## config.mk

```make
export PLATFORM = sky130hd
export DESIGN_NAME = instruction_timing_interlock
export DESIGN_NICKNAME = d
export VERILOG_FILES = /design/src/rtl/instruction_timing_interlock.v
export VERILOG_INCLUDE_DIRS = /design/src /design/src/rtl
export SDC_FILE = /design/constraint.sdc
export NUM_CORES = 1
export LEC_CHECK = 0
export ABC_AREA = 1
export BUFFER_PORTS_ARGS = -buffer_cell sky130_fd_sc_hd__buf_2
export CORE_MARGIN = 2
export CORE_UTILIZATION = 60
export DETAILED_ROUTE_END_ITERATION = 6
export PLACE_DENSITY = 0.86
export REMOVE_ABC_BUFFERS = 1
export SETUP_SLACK_MARGIN = 0.1
export SKIP_CTS_REPAIR_TIMING = 1
export SLEW_MARGIN = 20
export SYNTH_ARGS = -nofsm -noshare
export SYNTH_HDL_FRONTEND = slang
export SYNTH_SLANG_ARGS = --single-unit
```

## constraint.sdc

```tcl
create_clock -name sys_clk_i -period 4.7 [get_ports sys_clk_i]
set_clock_uncertainty 0.05 [all_clocks]
set_input_delay 0.705 -clock sys_clk_i [delete_from_list [all_inputs] [get_ports sys_clk_i]]
set_output_delay 0.705 -clock sys_clk_i [all_outputs]
set_load 0.01 [all_outputs]
```

## src/rtl/instr_timing_regs.vh

```
// constants for the instruction timing and interlock controller
// assumes inclusion by instruction_timing_interlock.v and by the testbench
`ifndef INSTR_TIMING_REGS_VH
`define INSTR_TIMING_REGS_VH

// instruction classes presented on class_i
`define CLS_DATA_OP      4'h0
`define CLS_SINGLE_LOAD  4'h1
`define CLS_SINGLE_STORE 4'h2
`define CLS_BLOCK_LOAD   4'h3
`define CLS_BLOCK_STORE  4'h4
`define CLS_SWAP         4'h5
`define CLS_CP_DATA      4'h6
`define CLS_CP_MEM       4'h7
`define CLS_CP_WRITE     4'h8
`define CLS_CP_READ      4'h9
`define CLS_STATUS_WRITE 4'ha
`define CLS_MULTIPLY     4'hb

// bus cycle types
`define BUS_I 2'h0
`define BUS_N 2'h1
`define BUS_S 2'h2
`define BUS_C 2'h3

// cycle counts
`define CYC_ONE          7'h01
`define CYC_TWO          7'h02
`define CYC_THREE        7'h03
`define CYC_FOUR         7'h04
`define CYC_FIVE         7'h05
`define MUL_BASE_SHORT   7'h02
`define MUL_BASE_LONG    7'h03

`endif

```

## src/rtl/instruction_timing_interlock.v

```verilog
// cycle timing and interlock sequencer for one issued instruction at a time
// assumes the decoder presents class and flags with issue_i while ready_o is high,
// and that the register file returns mul_operand_i for mul_reg_sel_o in the cycle after issue
//
// Contract
// - data op: 1 cycle, 2 with register shift
// - pc-writing data op: 3, or 4 cycles
// - word load 1 cycle, 2 if used next
// - narrow load used next takes 3 cycles
// - load into pc takes 5 cycles
// - block load: 2 for one, else n
// - block load with pc: n+4 cycles
// - block store 2 or n; N then S
// - word swap 2/3, byte swap 3
// - coprocessor ops stretched by b busy cycles
// - coprocessor read used next: b+2 cycles
// - status write: flags 1, otherwise 3
// - multiplies 2+m, long multiplies 3+m cycles
// - signed m from sign-extension width of operand
// - unsigned long m from zero-extension width only
// - operand register from bits 11:8 or 2:0
// - interlock halts instruction fetches, not the S fetch of a b=0 coprocessor read or last-register pc block load
// - block load transfers ascending register order
// - earlier-register user waits for final fetch
// - last-register user adds one interlock cycle
// - external accesses stretch by system-decided cycles
`timescale 1ns/1ns
`include "instr_timing_regs.vh"

module instruction_timing_interlock (
  input  wire        sys_clk_i,
  input  wire        sys_rst_i,
  input  wire        issue_i,
  input  wire [3:0]  class_i,
  input  wire        pc_dest_i,
  input  wire        reg_shift_i,
  input  wire        next_uses_i,
  input  wire        narrow_i,
  input  wire        flags_only_i,
  input  wire        long_mul_i,
  input  wire        unsigned_mul_i,
  input  wire        compressed_i,
  input  wire [31:0] instr_i,
  input  wire [15:0] reg_list_i,
  input  wire [4:0]  coproc_busy_i,
  input  wire [4:0]  coproc_words_i,
  input  wire        dep_last_i,
  input  wire [31:0] mul_operand_i,
  input  wire        ext_wait_i,
  output wire        ready_o,
  output wire        busy_o,
  output wire        done_o,
  output wire [6:0]  cycles_o,
  output wire [1:0]  dbus_type_o,
  output wire [1:0]  ibus_type_o,
  output wire        ifetch_stall_o,
  output wire        interlock_o,
  output wire        xfer_valid_o,
  output wire [3:0]  xfer_reg_o,
  output wire [3:0]  mul_reg_sel_o
);

  localparam [2:0] ST_IDLE = 3'b001;
  localparam [2:0] ST_MULQ = 3'b010;
  localparam [2:0] ST_RUN  = 3'b100;
  reg [2:0]  state_r,     state_nxt;
  reg [6:0]  cnt_r,       cnt_nxt;
  reg [6:0]  k_r,         k_nxt;
  reg [6:0]  tot_r,       tot_nxt;
  reg [3:0]  cls_r,       cls_nxt;
  reg [4:0]  n_r,         n_nxt;
  reg [4:0]  b_r,         b_nxt;
  reg [15:0] mask_r,      mask_nxt;
  reg        pc_r,        pc_nxt,   use_r,     use_nxt,  dep_r,   dep_nxt;
  reg        lng_r,       lng_nxt,  uns_r,     uns_nxt;
  reg [3:0]  sel_r,       sel_nxt;
  reg        go,          done_nxt, ilock_nxt, xfer_nxt;
  reg [6:0]  c_issue;
  reg [4:0]  n_issue;
  reg [1:0]  dbus_nxt,    ibus_nxt;
  reg [3:0]  xreg_nxt;
  reg [15:0] mask_src;
  reg        ready_r,     busy_r,   done_r,    stall_r,  ilock_r, xfer_r;
  reg [1:0]  dbus_r,      ibus_r;
  reg [3:0]  xreg_r;

  function [4:0] popcount;
    input [15:0] v;
    integer i;
    begin
      popcount = 5'h00;
      for (i = 0; i < 16; i = i + 1)
        popcount = popcount + {4'h0, v[i]};
    end
  endfunction
  // scans downward so the lowest set bit is the one kept
  function [3:0] lowest;
    input [15:0] v;
    integer i;
    begin
      lowest = 4'h0;
      for (i = 15; i >= 0; i = i - 1)
        if (v[i]) lowest = i[3:0];
    end
  endfunction
  function [6:0] mul_m;
    input [31:0] op;
    input        uns;
    begin
      if (uns) begin
        if (op[31:8] == 24'h000000) mul_m = 7'h01;
        else if (op[31:16] == 16'h0000) mul_m = 7'h02;
        else if (op[31:24] == 8'h00) mul_m = 7'h03;
        else mul_m = 7'h04;
      end else begin
        if (op[31:8] == 24'h000000 || op[31:8] == 24'hffffff) mul_m = 7'h01;
        else if (op[31:16] == 16'h0000 || op[31:16] == 16'hffff) mul_m = 7'h02;
        else if (op[31:24] == 8'h00 || op[31:24] == 8'hff) mul_m = 7'h03;
        else mul_m = 7'h04;
      end
    end
  endfunction
  // total cycles known at issue; multiply gets its count once the operand is read
  always @* begin
    n_issue = popcount(reg_list_i);
    c_issue = `CYC_ONE;
    case (class_i)
      `CLS_DATA_OP: begin
        if (pc_dest_i) c_issue = reg_shift_i ? `CYC_FOUR : `CYC_THREE;
        else c_issue = reg_shift_i ? `CYC_TWO : `CYC_ONE;
      end
      `CLS_SINGLE_LOAD: begin
        if (pc_dest_i) c_issue = `CYC_FIVE;
        else if (next_uses_i) c_issue = narrow_i ? `CYC_THREE : `CYC_TWO;
        else c_issue = `CYC_ONE;
      end
      `CLS_SINGLE_STORE: c_issue = `CYC_ONE;
      `CLS_BLOCK_LOAD: begin
        if (pc_dest_i) c_issue = {2'b00, n_issue} + 7'h04;
        else if (n_issue == 5'h01) c_issue = `CYC_TWO;
        else c_issue = {2'b00, n_issue};
        c_issue = c_issue + {6'h00, dep_last_i};
      end
      `CLS_BLOCK_STORE: c_issue = (n_issue == 5'h01) ? `CYC_TWO : {2'b00, n_issue};
      `CLS_SWAP: c_issue = (narrow_i || next_uses_i) ? `CYC_THREE : `CYC_TWO;
      `CLS_CP_DATA: c_issue = {2'b00, coproc_busy_i} + `CYC_ONE;
      `CLS_CP_MEM: c_issue = {2'b00, coproc_busy_i} + {2'b00, coproc_words_i};
      `CLS_CP_WRITE: c_issue = {2'b00, coproc_busy_i} + `CYC_ONE;
      `CLS_CP_READ: c_issue = {2'b00, coproc_busy_i} + (next_uses_i ? `CYC_TWO : `CYC_ONE);
      `CLS_STATUS_WRITE: c_issue = flags_only_i ? `CYC_ONE : `CYC_THREE;
      `CLS_MULTIPLY: c_issue = `CYC_TWO;
      default: c_issue = `CYC_ONE;
    endcase
  end

  always @* begin
    state_nxt = state_r;
    cnt_nxt   = cnt_r;
    k_nxt     = k_r;
    tot_nxt   = tot_r;
    cls_nxt   = cls_r;
    n_nxt     = n_r;
    b_nxt     = b_r;
    pc_nxt    = pc_r;
    use_nxt   = use_r;
    dep_nxt   = dep_r;
    lng_nxt   = lng_r;
    uns_nxt   = uns_r;
    sel_nxt   = sel_r;
    done_nxt  = 1'b0;
    go        = 1'b0;
    case (state_r)
      ST_IDLE: begin
        if (issue_i) begin
          go        = 1'b1;
          cls_nxt   = class_i;
          pc_nxt    = pc_dest_i;
          use_nxt   = next_uses_i;
          dep_nxt   = dep_last_i;
          lng_nxt   = long_mul_i;
          uns_nxt   = unsigned_mul_i & long_mul_i;
          b_nxt     = coproc_busy_i;
          n_nxt     = (class_i == `CLS_CP_MEM) ? coproc_words_i : n_issue;
          sel_nxt   = compressed_i ? {1'b0, instr_i[2:0]} : instr_i[11:8];
          cnt_nxt   = c_issue;
          tot_nxt   = c_issue;
          k_nxt     = 7'h00;
          state_nxt = (class_i == `CLS_MULTIPLY) ? ST_MULQ : ST_RUN;
        end
      end
      ST_MULQ: begin
        if (!ext_wait_i) begin
          go        = 1'b1;
          tot_nxt   = (lng_r ? `MUL_BASE_LONG : `MUL_BASE_SHORT) + mul_m(mul_operand_i, uns_r);
          cnt_nxt   = tot_nxt - 7'h01;
          k_nxt     = k_r + 7'h01;
          state_nxt = ST_RUN;
        end
      end
      ST_RUN: begin
        if (!ext_wait_i) begin
          go = 1'b1;
          if (cnt_r == 7'h01) begin
            done_nxt  = 1'b1;
            state_nxt = ST_IDLE;
          end else begin
            cnt_nxt = cnt_r - 7'h01;
            k_nxt   = k_r + 7'h01;
          end
        end
      end
      default: state_nxt = ST_IDLE;
    endcase
  end

  // bus activity of the cycle about to start
  always @* begin
    dbus_nxt  = `BUS_I;
    ibus_nxt  = `BUS_I;
    ilock_nxt = 1'b0;
    xfer_nxt  = 1'b0;
    xreg_nxt  = 4'h0;
    mask_src  = (state_r == ST_IDLE) ? reg_list_i : mask_r;
    mask_nxt  = mask_r;
    if (state_nxt != ST_IDLE) begin
      case (cls_nxt)
        `CLS_SINGLE_LOAD: begin
          dbus_nxt  = (k_nxt == 7'h00) ? `BUS_N : `BUS_I;
          ilock_nxt = use_nxt && !pc_nxt && (k_nxt != 7'h00);
        end
        `CLS_SINGLE_STORE: dbus_nxt = `BUS_N;
        `CLS_BLOCK_LOAD, `CLS_BLOCK_STORE: begin
          if (k_nxt < {2'b00, n_nxt}) begin
            xfer_nxt = 1'b1;
            xreg_nxt = lowest(mask_src);
            mask_nxt = mask_src & ~(16'h0001 << xreg_nxt);
            if (k_nxt != 7'h00) dbus_nxt = `BUS_S;
            else if (cls_nxt == `CLS_BLOCK_LOAD && n_nxt == 5'h01 && !pc_nxt) dbus_nxt = `BUS_S;
            else dbus_nxt = `BUS_N;
          end
          if (cls_nxt == `CLS_BLOCK_LOAD) begin
            // earlier-register consumer held until the final fetch begins
            ilock_nxt = (use_nxt && k_nxt != 7'h00 && k_nxt + 7'h01 < {2'b00, n_nxt})
                        || (dep_nxt && k_nxt == tot_nxt - 7'h01);
          end
        end
        `CLS_SWAP: begin
          dbus_nxt  = (k_nxt < 7'h02) ? `BUS_N : `BUS_I;
          ilock_nxt = use_nxt && (k_nxt == 7'h02);
        end
        `CLS_CP_MEM: begin
          if (k_nxt == {2'b00, b_nxt}) dbus_nxt = `BUS_N;
          else if (k_nxt > {2'b00, b_nxt}) dbus_nxt = `BUS_S;
        end
        `CLS_CP_WRITE, `CLS_CP_READ: begin
          dbus_nxt  = (k_nxt == tot_nxt - 7'h01) ? `BUS_C : `BUS_I;
          ilock_nxt = (cls_nxt == `CLS_CP_READ) && use_nxt && (k_nxt == tot_nxt - 7'h02);
        end
        default: dbus_nxt = `BUS_I;
      endcase
      // refill after a program counter write ends with N then S fetches
      if (k_nxt == 7'h00) ibus_nxt = `BUS_S;
      else if (pc_nxt && (cls_nxt == `CLS_DATA_OP || cls_nxt == `CLS_SINGLE_LOAD ||
               cls_nxt == `CLS_BLOCK_LOAD) && k_nxt == tot_nxt - 7'h02) ibus_nxt = `BUS_N;
      else if (pc_nxt && (cls_nxt == `CLS_DATA_OP || cls_nxt == `CLS_SINGLE_LOAD ||
               cls_nxt == `CLS_BLOCK_LOAD) && k_nxt == tot_nxt - 7'h01) ibus_nxt = `BUS_S;
    end
  end

  always @(posedge sys_clk_i or posedge sys_rst_i) begin
    if (sys_rst_i) begin
      state_r <= ST_IDLE;
      cnt_r   <= 7'h00;
      k_r     <= 7'h00;
      tot_r   <= 7'h00;
      cls_r   <= `CLS_DATA_OP;
      n_r     <= 5'h00;
      b_r     <= 5'h00;
      mask_r  <= 16'h0000;
      pc_r    <= 1'b0;
      use_r   <= 1'b0;
      dep_r   <= 1'b0;
      lng_r   <= 1'b0;
      uns_r   <= 1'b0;
      sel_r   <= 4'h0;
      ready_r <= 1'b0;
      busy_r  <= 1'b0;
      done_r  <= 1'b0;
      dbus_r  <= `BUS_I;
      ibus_r  <= `BUS_I;
      stall_r <= 1'b0;
      ilock_r <= 1'b0;
      xfer_r  <= 1'b0;
      xreg_r  <= 4'h0;
    end else begin
      done_r  <= done_nxt;
      ready_r <= (state_nxt == ST_IDLE);
      // external waits freeze the whole sequence, outputs included
      if (go) begin
        state_r <= state_nxt;
        cnt_r   <= cnt_nxt;
        k_r     <= k_nxt;
        tot_r   <= tot_nxt;
        cls_r   <= cls_nxt;
        n_r     <= n_nxt;
        b_r     <= b_nxt;
        mask_r  <= mask_nxt;
        pc_r    <= pc_nxt;
        use_r   <= use_nxt;
        dep_r   <= dep_nxt;
        lng_r   <= lng_nxt;
        uns_r   <= uns_nxt;
        sel_r   <= sel_nxt;
        busy_r  <= (state_nxt != ST_IDLE);
        dbus_r  <= dbus_nxt;
        ibus_r  <= ibus_nxt;
        stall_r <= (state_nxt != ST_IDLE) && (ibus_nxt == `BUS_I);
        ilock_r <= ilock_nxt;
        xfer_r  <= xfer_nxt;
        xreg_r  <= xreg_nxt;
      end
    end
  end
  assign ready_o        = ready_r;
  assign busy_o         = busy_r;
  assign done_o         = done_r;
  assign cycles_o       = tot_r;
  assign dbus_type_o    = dbus_r;
  assign ibus_type_o    = ibus_r;
  assign ifetch_stall_o = stall_r;
  assign interlock_o    = ilock_r;
  assign xfer_valid_o   = xfer_r;
  assign xfer_reg_o     = xreg_r;
  assign mul_reg_sel_o  = sel_r;

endmodule

```

Yosys cells after proc, flatten, opt, wreduce, memory -nomap -nowiden
Cells that the tools add are included.

word-level totals
  bits in registers = 77
  input port bits = 107
  output and inout bits = 25
  word-level logic and storage cells = 238

operators by class
  $lt $le $gt $ge = 4
  multiplexer cells = 105
  shifts and indexed selects = 1
  reductions and logical operators = 38
  add/subtract/negate cells = 27
  eq/ne operators = 37
  bitwise logic cells = 3

operators by type and width
  operator                number
  $mux W4                 25
  $mux W7                 14
  $pmux W7 S10            1
  $add A5 B1 Y5           11
  $mux W3                 14
  $pmux W7 S3             2
  $mux W2                 15
  $mux W5                 6
  $eq A4 B3 Y1 const B    7
  $eq A24 B24 Y1 const B  1
  $eq A4 B4 Y1 const B    6
  $logic_not A24 Y1       1
  $mux W1                 21
  $sub A7 B1 Y7 const B   3
  $and A16 B16 Y16        1
  $eq A16 B16 Y1 const B  1
  $logic_not A16 Y1       1
  $mux W16                1
  $not A16 Y16            1
  $shl A1 B4 Y16 const A  1
  $add A7 B1 Y7 const B   2
  $eq A7 B7 Y1            2
  $logic_and A1 B1 Y1     14
  $lt A7 B5 Y1            2
  44 further kinds        62

Logic depth before layout (Yosys ltp)
Gate-level depths: netlist of run 1.

  depth after elaboration = 32
  gate-level depth with buffers = 47
  mapped depth without buffers = 47

Worst setup path before layout of run 1
OpenSTA, ideal clock, no wires.

  kind = input to register
  start point = input port reg_list_i[5]
  end point = register stall_r (netlist: ifetch_stall_o)
  cell stages on the path = 42
  data arrival time = 6410 ps
  buffers on the path = 0
  required time = 4529 ps
  library setup time = 121 ps
  path slack = -1881 ps
  cell sequence = inv_1 fa_1 inv_1 fa_1 fa_1 inv_1 fa_1 inv_1 ha_1 inv_1 fa_1 xnor2_1 inv_1 ha_1 nand2_1 nor2_1 nand3_1 inv_1 [6 not listed] nand3_1 nand2_1 nand3b_1 inv_1 ha_1 inv_1 nand2_1 nand2_1 inv_1 nand2_1 nand2_1 nand2_1 nor2_1 nand2_1 nor2_2 nand2_1 o21ai_1 o21ai_1

on the way
  longest elaborated chain between the ends = 28
  elaborated cells on any way between the ends = 32
  those cells by class = add/sub: 15; eq/ne: 3; mux: 10; reduce/logical: 4

ends and longest elaborated chain
  element                                                line                                text
  start: declaration                                     instruction_timing_interlock.v:44   input wire [15:0] reg_list_i,
  $add A5 B1 Y5 * (11 in a row)                          instruction_timing_interlock.v:93   popcount = popcount + {4'h0, v[i]};
  branches (longest 5 deep; another with $add A7 B1 Y7)  --
  $pmux W7 S10 *                                         instruction_timing_interlock.v:127  case (class_i)
  $mux W7 *                                              instruction_timing_interlock.v:174  if (issue_i) begin
  $pmux W7 S2 *                                          instruction_timing_interlock.v:172  case (state_r)
  $sub A7 B1 Y7                                          instruction_timing_interlock.v:266  cls_nxt == `CLS_BLOCK_LOAD) && k_nxt == tot_nxt - 7'h01) ibus_nxt = `BUS_S;
  $eq A7 B7 Y1                                           instruction_timing_interlock.v:266
  $logic_and A1 B1 Y1                                    instruction_timing_interlock.v:265  else if (pc_nxt && (cls_nxt == `CLS_DATA_OP || cls_nxt == `CLS_SINGLE_LOAD ||
  $mux W2                                                instruction_timing_interlock.v:265
  $mux W2 *                                              instruction_timing_interlock.v:263  else if (pc_nxt && (cls_nxt == `CLS_DATA_OP || cls_nxt == `CLS_SINGLE_LOAD ||
  $mux W2 *                                              instruction_timing_interlock.v:262  if (k_nxt == 7'h00) ibus_nxt = `BUS_S;
  $mux W2 *                                              instruction_timing_interlock.v:225  if (state_nxt != ST_IDLE) begin
  $logic_not A2 Y1 (no source line) *                    --
  $logic_and A1 B1 Y1 *                                  instruction_timing_interlock.v:317  stall_r <= (state_nxt != ST_IDLE) && (ibus_nxt == `BUS_I);
  end signal: assignment                                 instruction_timing_interlock.v:317
  end: declaration                                       instruction_timing_interlock.v:83   reg ready_r, busy_r, done_r, stall_r, ilock_r, xfer_r;

Every way passes the cells marked *. The select of a mux whose other input is x is not followed.
A chain may end at the register's enable or synchronous reset.

Final worst setup path of run 1
  start point = input port reg_list_i[7]
  end point = register ilock_r (netlist: interlock_o)

on the way
  longest elaborated chain between the ends = 24
  elaborated cells on any way between the ends = 33
  those cells by class = add/sub: 13; order compare: 1; eq/ne: 3; mux: 12; reduce/logical: 4

ends and longest elaborated chain
  element                                                 line                                text
  $add A5 B1 Y5 * (9 in a row)                            instruction_timing_interlock.v:93
  branches (longest 13 deep; another with $add A7 B1 Y7)  --
  $pmux W1 S4 *                                           instruction_timing_interlock.v:226  case (cls_nxt)
  $mux W1 *                                               instruction_timing_interlock.v:225
  end signal: assignment                                  instruction_timing_interlock.v:318  ilock_r <= ilock_nxt;
  end: declaration                                        instruction_timing_interlock.v:83

Marked as above.

==> impl_metrics.json, run 1 <==
{
  "status": "finished, violations left",
  "violations": "setup timing",
  "routed.top_layer": "met4",
  "grt_pass1_vias": 6628,
  "critPathRequiredTime_ns": 4.96,
  "vias_per_cell": 5.65,
  "relSlewSlack": 0.514,
  "ctsRootBufferMaster": "clkbuf_8",
  "grt_pass1_wl_mm": 30.4,
  "rsz0062_at_grt": "yes",
  "cts.clk_slew.worst_paths_ns": 0.09,
  "grt_overflow": 0,
  "io_buffers": 98,
  "gr-usage-all-layers": 0.329,
  "power_frac_seq": 0.192,
  "drive_gt1_frac": 0.267,
  "p_per_area_mw_per_mm2": 678,
  "worstReg2RegEnd": "interlock_o$_DFFE_PP0P_",
  "peakVddDrop_mv": 0.406,
  "grt_max_degree": 44,
  "clkPwrFrac": 0.103,
  "synth-seq-cells": 77,
  "dieArea_mm2": 0.0120,
  "ys_types": 52,
  "combPwrFrac": 0.705,
  "synth-seq-area-share": 0.288,
  "antenna_found_initial": 0,
  "swShare": 0.495,
  "cts_tree": "done",
  "dpl-instance-area_mm2": 0.00775,
  "numCtsBuffers": 9,
  "post-route-period-util": 1.40,
  "p_switching_w": 0.00280,
  "power.leakage_nw": 4.61,
  "crit_top_cell": "nand2_1",
  "internal_power_w": 0.00285,
  "arrival_ns": 6.84,
  "regToRegSetupSlack_ns": 0.46,
  "wl_mm": 19.9,
  "critPathMaxFanout": 3,
  "post-route-drc-count": 0,
  "setup_ws_ns": -1.88,
  "initial_utilization": 0.617,
  "period_minus_slack_ns": 6.58,
  "path_class": "input port to flop",
  "final_util": 0.768,
  "clock.fmax_ghz": 0.152,
  "cap_violations": 0,
  "crit_slowest_cell": "fa_1",
  "wire_per_inst_um": 15.4,
  "dp.cells": 1269,
  "cp-start-kind": "input port",
  "dr.pass1.iters": 7,
  "holdWs_ns": 0.336,
  "clkSinkCount": 77,
  "antenna_cells": 0,
  "core.rowCount": 38,
  "finalMaxSlewViolations": 0,
  "dp_hpwl_mm": 14.8,
  "synth_area_leaders": "dfrtp_1 (28%), nand2_1 (15%), inv_1 (9.0%)",
  "syn-cell-area_mm2": 0.00669,
  "yosysWarnings": 0,
  "final_nets": 1308,
  "stdcell_count": 1295,
  "die_w_um": 110,
  "synth.largest_area_cell": "dfrtp_1",
  "final_cell_area_mm2": 0.00833,
  "die_h_um": 110,
  "min_path_type": "input port to async pin",
  "wl_met3_mm": 1.80,
  "synth_top_area_share": 0.284,
  "clockBufferDepth": 2,
  "gp_congestion": 0.960,
  "htree_levels": 3,
  "reg2reg_from": "state_r[0]$_DFFE_PP1P_",
  "worstSkewPairLatency_ns": 0.37,
  "cp-end-kind": "flop",
  "io_pins": 132,
  "dr_total_vias": 7316,
  "slowest_delay_ns": 0.54,
  "wl_met2_mm": 9.23,
  "ant_nets": 0,
  "syn_area_per_cell_um2": 6.79,
  "drtIter0Drc": 665,
  "core_area_mm2": 0.0108,
  "setup_viol_count_final": 39,
  "hold_viol": 0,
  "wl_met1_mm": 8.10,
  "worstMarginPinSlew_ns": 0.727,
  "synthToLayoutAreaGrowth_pct": 24.4,
  "r2r_cells": 23,
  "syn_inst": 986
}
## metrics by stage
| stage | setup WS (ns) | power [W] | setup TNS, ns |
|---|---|---|---|
| 2_1_floorplan | -1.88 | 0.00339 | -33.88 |
| 3_3_place_gp | -2.12 | 0.00438 | -42.60 |
| 3_5_place_dp | -2.36 | 0.00449 | -48.92 |
| 4_1_cts | -1.99 | 0.00510 | -35.15 |
| 5_1_grt | -2.22 | 0.00613 | -43.39 |
| 6_report | -1.88 | 0.00565 | -34.26 |
## kinds of logic after synthesis
group | after synthesis | share of synthesized area
buffers and inverters | 188 | 0.107
adders and majority gates | 51 | 0.108
muxes | 4 | 0.00598
and+or+nand+nor | 478 | 0.317
DFF | 77 | 0.288
AOI/OAI and AO/OA | 168 | 0.148
xor gates and xnor gates | 20 | 0.0262
## worst max path at each step
stage	from	endpoint	slack, ns	cells after the start
2_1_floorplan	reg_list_i[5]	ifetch_stall_o$_DFFE_PP0P_	-1.88	42
3_3_place_gp	reg_list_i[0]	interlock_o$_DFFE_PP0P_	-2.12	44
3_5_place_dp	reg_list_i[5]	ifetch_stall_o$_DFFE_PP0P_	-2.36	41
4_1_cts	reg_list_i[5]	interlock_o$_DFFE_PP0P_	-1.99	44
5_1_grt	reg_list_i[15]	interlock_o$_DFFE_PP0P_	-2.22	44
6_report	reg_list_i[7]	interlock_o$_DFFE_PP0P_	-1.88	44
## registers in the layout, summed over array words and instances, names as in the netlist, 5 cells and up
signal	cells
b_r	5
cnt_r	7
cycles_o	7
k_r	7
mask_r	16
n_r	5
## power by group through the flow
stage	logic (W)	clock network [W]	registers [W]
final	0.00398	0.000582	0.00108
after global routing	0.00441	0.000612	0.00111
after floorplan	0.00231	0	0.00109
after global placement	0.00331	0	0.00108
after CTS	0.00344	0.000583	0.00108
after detailed placement	0.00340	0	0.00109
## critical path: cells and delay by family
| kind | cells | cell delay [ns] |
|---|---|---|
| adder cells (fa/ha/maj) | 10 | 3.35 |
| AO/OA/AOI/OAI | 1 | 0.15 |
| buffers and inverters | 9 | 0.65 |
| XOR/XNOR | 1 | 0.19 |
| AND/OR/NAND/NOR | 23 | 1.77 |
## metal layers
| metal | vias to the layer above | global-route usage |
|---|---|---|
| li1 | 3519 | - |
| met1 | 3310 | 0.433 |
| met2 | 404 | 0.531 |
| met3 | 83 | 0.0581 |
| met4 | 0 | 0.147 |
| met5 | - | 0 |
## Yosys cell counts, drive strengths merged
library cell  instances
nand3b                4
dfrtp                76
o21a                  1
fa                   11
a211oi                5
buf                   6
a31oi                 8
o22ai                 4
nor2                 92
a41oi                 1
xnor2                 6
mux2i                 4
a2111oi               1
xor2                 14
nor4                  6
o31ai                 1
ha                   40
o21ai                94
nand4                20
dfstp                 1
nor3                 17
o221ai                1
nand3                62
inv                 175
a21oi                33
a21o                  1
a32oi                 1
nor3b                 1
or2                  14
a21boi                2
nand2               262
o211ai               10
a22oi                 4
clkbuf                7
o22a                  1
## cell type report
cell class | instances | area [µm²]
tap | 140 | 175
fill | 772 | 2510
multi-input combinational | 721 | 4310
clock inverter | 6 | 93.8
clock buffer | 10 | 128
timing repair buffer | 166 | 1030
sequential | 77 | 1930
inverter | 175 | 663
## layout by cell type (no fill, tap or decap), types with 5 or more instances in the layout
cell type and count:
a21oi_1 27, ha_4 5, dfrtp_1 76, xnor2_1 5
buf_2 97, nor2_1 77, nand3_1 49, o21ai_2 7
fa_1 10, nor3_1 15, nand3_2 12, nand2_2 22
clkbuf_8 9, or2_2 14, a31oi_1 8, nor4_1 6
inv_2 22, o21ai_1 23, ha_1 32, nand2_1 238
inv_1 150, o211ai_1 8, nor2_2 10, o21ai_0 62
a21oi_2 6, xor2_1 14, nand4_1 18, buf_4 64
nor2_4 5
Power figures use the tool's default switching activity.
==> run 2, diff against run 1 <==
Settings changed: RECOVER_POWER set to 25.
==> impl_metrics.json, run 2 (synthesized netlist as in run 1, its figures left out) <==
{
  "antenna_cells": 0,
  "mostFrequentLayoutCells": "nand2_1 (238), inv_1 (150), buf_2 (97)",
  "min_path_type": "flop to flop",
  "grt_max_degree": 44,
  "core.rowCount": 38,
  "initial_utilization": 0.617,
  "slowest_delay_ns": 0.54,
  "cts_tree": "done",
  "dr_total_vias": 7300,
  "io_pins": 132,
  "grt_pass1_vias": 6628,
  "layout_commonest_cell": "nand2_1",
  "drtIter0Drc": 665,
  "numCtsBuffers": 9,
  "violations": "DRC, capacitance limit, slew limit, setup timing",
  "dp.cells": 1269,
  "grt_overflow": 0,
  "cp-end-kind": "flop",
  "dr.pass1.iters": 7,
  "antenna_found_initial": 0,
  "stdcell_count": 1295,
  "dpl-instance-area_mm2": 0.00775,
  "grt_pass1_wl_mm": 30.4,
  "post-route-drc-count": 1,
  "fin_setup_tns_ns": -34.66,
  "synthToLayoutAreaGrowth_pct": 24.4,
  "die_h_um": 110,
  "wire_per_inst_um": 15.4,
  "critPathRequiredTime_ns": 4.96,
  "path_class": "input port to flop",
  "fillers": 772,
  "cts.clk_slew.worst_paths_ns": 0.09,
  "wl_met2_mm": 9.25,
  "post-route-period-util": 1.40,
  "peakVddDrop_mv": 0.405,
  "wl_met1_mm": 8.17,
  "holdWs_ns": 0.434,
  "cp-start-kind": "input port",
  "final_cell_area_mm2": 0.00833,
  "clock.fmax_ghz": 0.152,
  "core_area_mm2": 0.0108,
  "hold_viol": 0,
  "status": "finished, violations left",
  "wl_met3_mm": 1.77,
  "dieArea_mm2": 0.0120,
  "largest_reg_flops": 16,
  "gr-usage-all-layers": 0.329,
  "power.leakage_nw": 4.60,
  "relSlewSlack": -0.0671,
  "worstMarginPinSlew_ns": 1.59,
  "final_nets": 1308,
  "routed.top_layer": "met4",
  "worstSkewPairLatency_ns": 0.37,
  "final_util": 0.768,
  "drive_gt1_frac": 0.267,
  "htree_levels": 3,
  "finalMaxSlewViolations": 36,
  "gp_congestion": 0.960,
  "ant_nets": 0,
  "dp_hpwl_mm": 14.8,
  "clockBufferDepth": 2,
  "period_minus_slack_ns": 6.58,
  "ctsRootBufferMaster": "clkbuf_8",
  "arrival_ns": 6.84,
  "crit_top_cell": "nand2_1",
  "regMostFlops": "mask_r",
  "critPathMaxFanout": 3,
  "io_buffers": 98,
  "cap_violations": 1,
  "die_w_um": 110,
  "rsz0062_at_grt": "yes",
  "vias_per_cell": 5.64,
  "p_per_area_mw_per_mm2": 679,
  "clkSinkCount": 77,
  "setup_ws_ns": -1.88,
  "wl_mm": 19.9,
  "crit_slowest_cell": "fa_1",
  "setup_viol_count_final": 39
}
[run 2: changes by cell type in the layout (fill, tap and decap cells not counted), sizes merged]
cell,delta
clkinvlp,+1
clkinv,-1
[run 2: power breakdown]
| group | switching, W | total (W) | internal, W |
|---|---|---|---|
| clock | 0.000279 | 0.000584 | 0.000304 |
| combinational | 0.00236 | 0.00398 | 0.00162 |
| sequential | 0.000153 | 0.00108 | 0.000930 |
| total | 0.00280 | 0.00565 | 0.00285 |
[run 2: layout make-up]
cell class,instances,area (µm²),share of cell area
clock buffers,10,128,0.0153
clock inverters,6,93.8,0.0113
inverters,175,663,0.0797
multi-input cells,721,4310,0.517
flip-flops and latches,77,1930,0.232
well taps,140,175,0.0210
repair buffers,166,1030,0.124
[run 2: through the flow]
| stage | power (W) | worst slack, ns |
|---|---|---|
| detailed placement | 0.00449 | -2.36 |
| global route | 0.00613 | -2.22 |
| finish | 0.00565 | -1.88 |
| floorplan | 0.00339 | -1.88 |
| global placement | 0.00438 | -2.12 |
| CTS | 0.00510 | -1.99 |
[run 2: worst paths after layout]
path / depth (start not counted) / slack (ns) / from / end
worst min-delay path: 2 / 0.43 / mask_r[14]$_DFFE_PP0P_ / mask_r[14]$_DFFE_PP0P_
worst min register to register: 2 / 0.43 / mask_r[14]$_DFFE_PP0P_ / mask_r[14]$_DFFE_PP0P_
min in group asynchronous: 2 / 0.65 / sys_rst_i / xfer_reg_o[0]$_DFFE_PP0P_
max in group asynchronous: 3 / 2.76 / sys_rst_i / b_r[4]$_DFFE_PP0P_
worst max-delay path: 42 / -1.88 / reg_list_i[7] / dbus_type_o[1]$_DFFE_PP0P_
worst max register to register: 23 / 0.49 / state_r[0]$_DFFE_PP1P_ / interlock_o$_DFFE_PP0P_
[run 2: worst max-delay path, delay by kind of cell]
| kind | cells | cell delay, ns |
|---|---|---|
| xor gates and xnor gates | 1 | 0.20 |
| adders and majority gates | 10 | 3.34 |
| buffers and inverters | 9 | 0.65 |
| AOI/OAI and AO/OA | 2 | 0.25 |
| and+or+nand+nor | 20 | 1.68 |
[run 2: layer usage]
| layer | up-vias | track usage |
|---|---|---|
| li1 | 3523 | - |
| met1 | 3305 | 0.433 |
| met2 | 394 | 0.531 |
| met3 | 78 | 0.0581 |
| met4 | 0 | 0.147 |
| met5 | - | 0 |
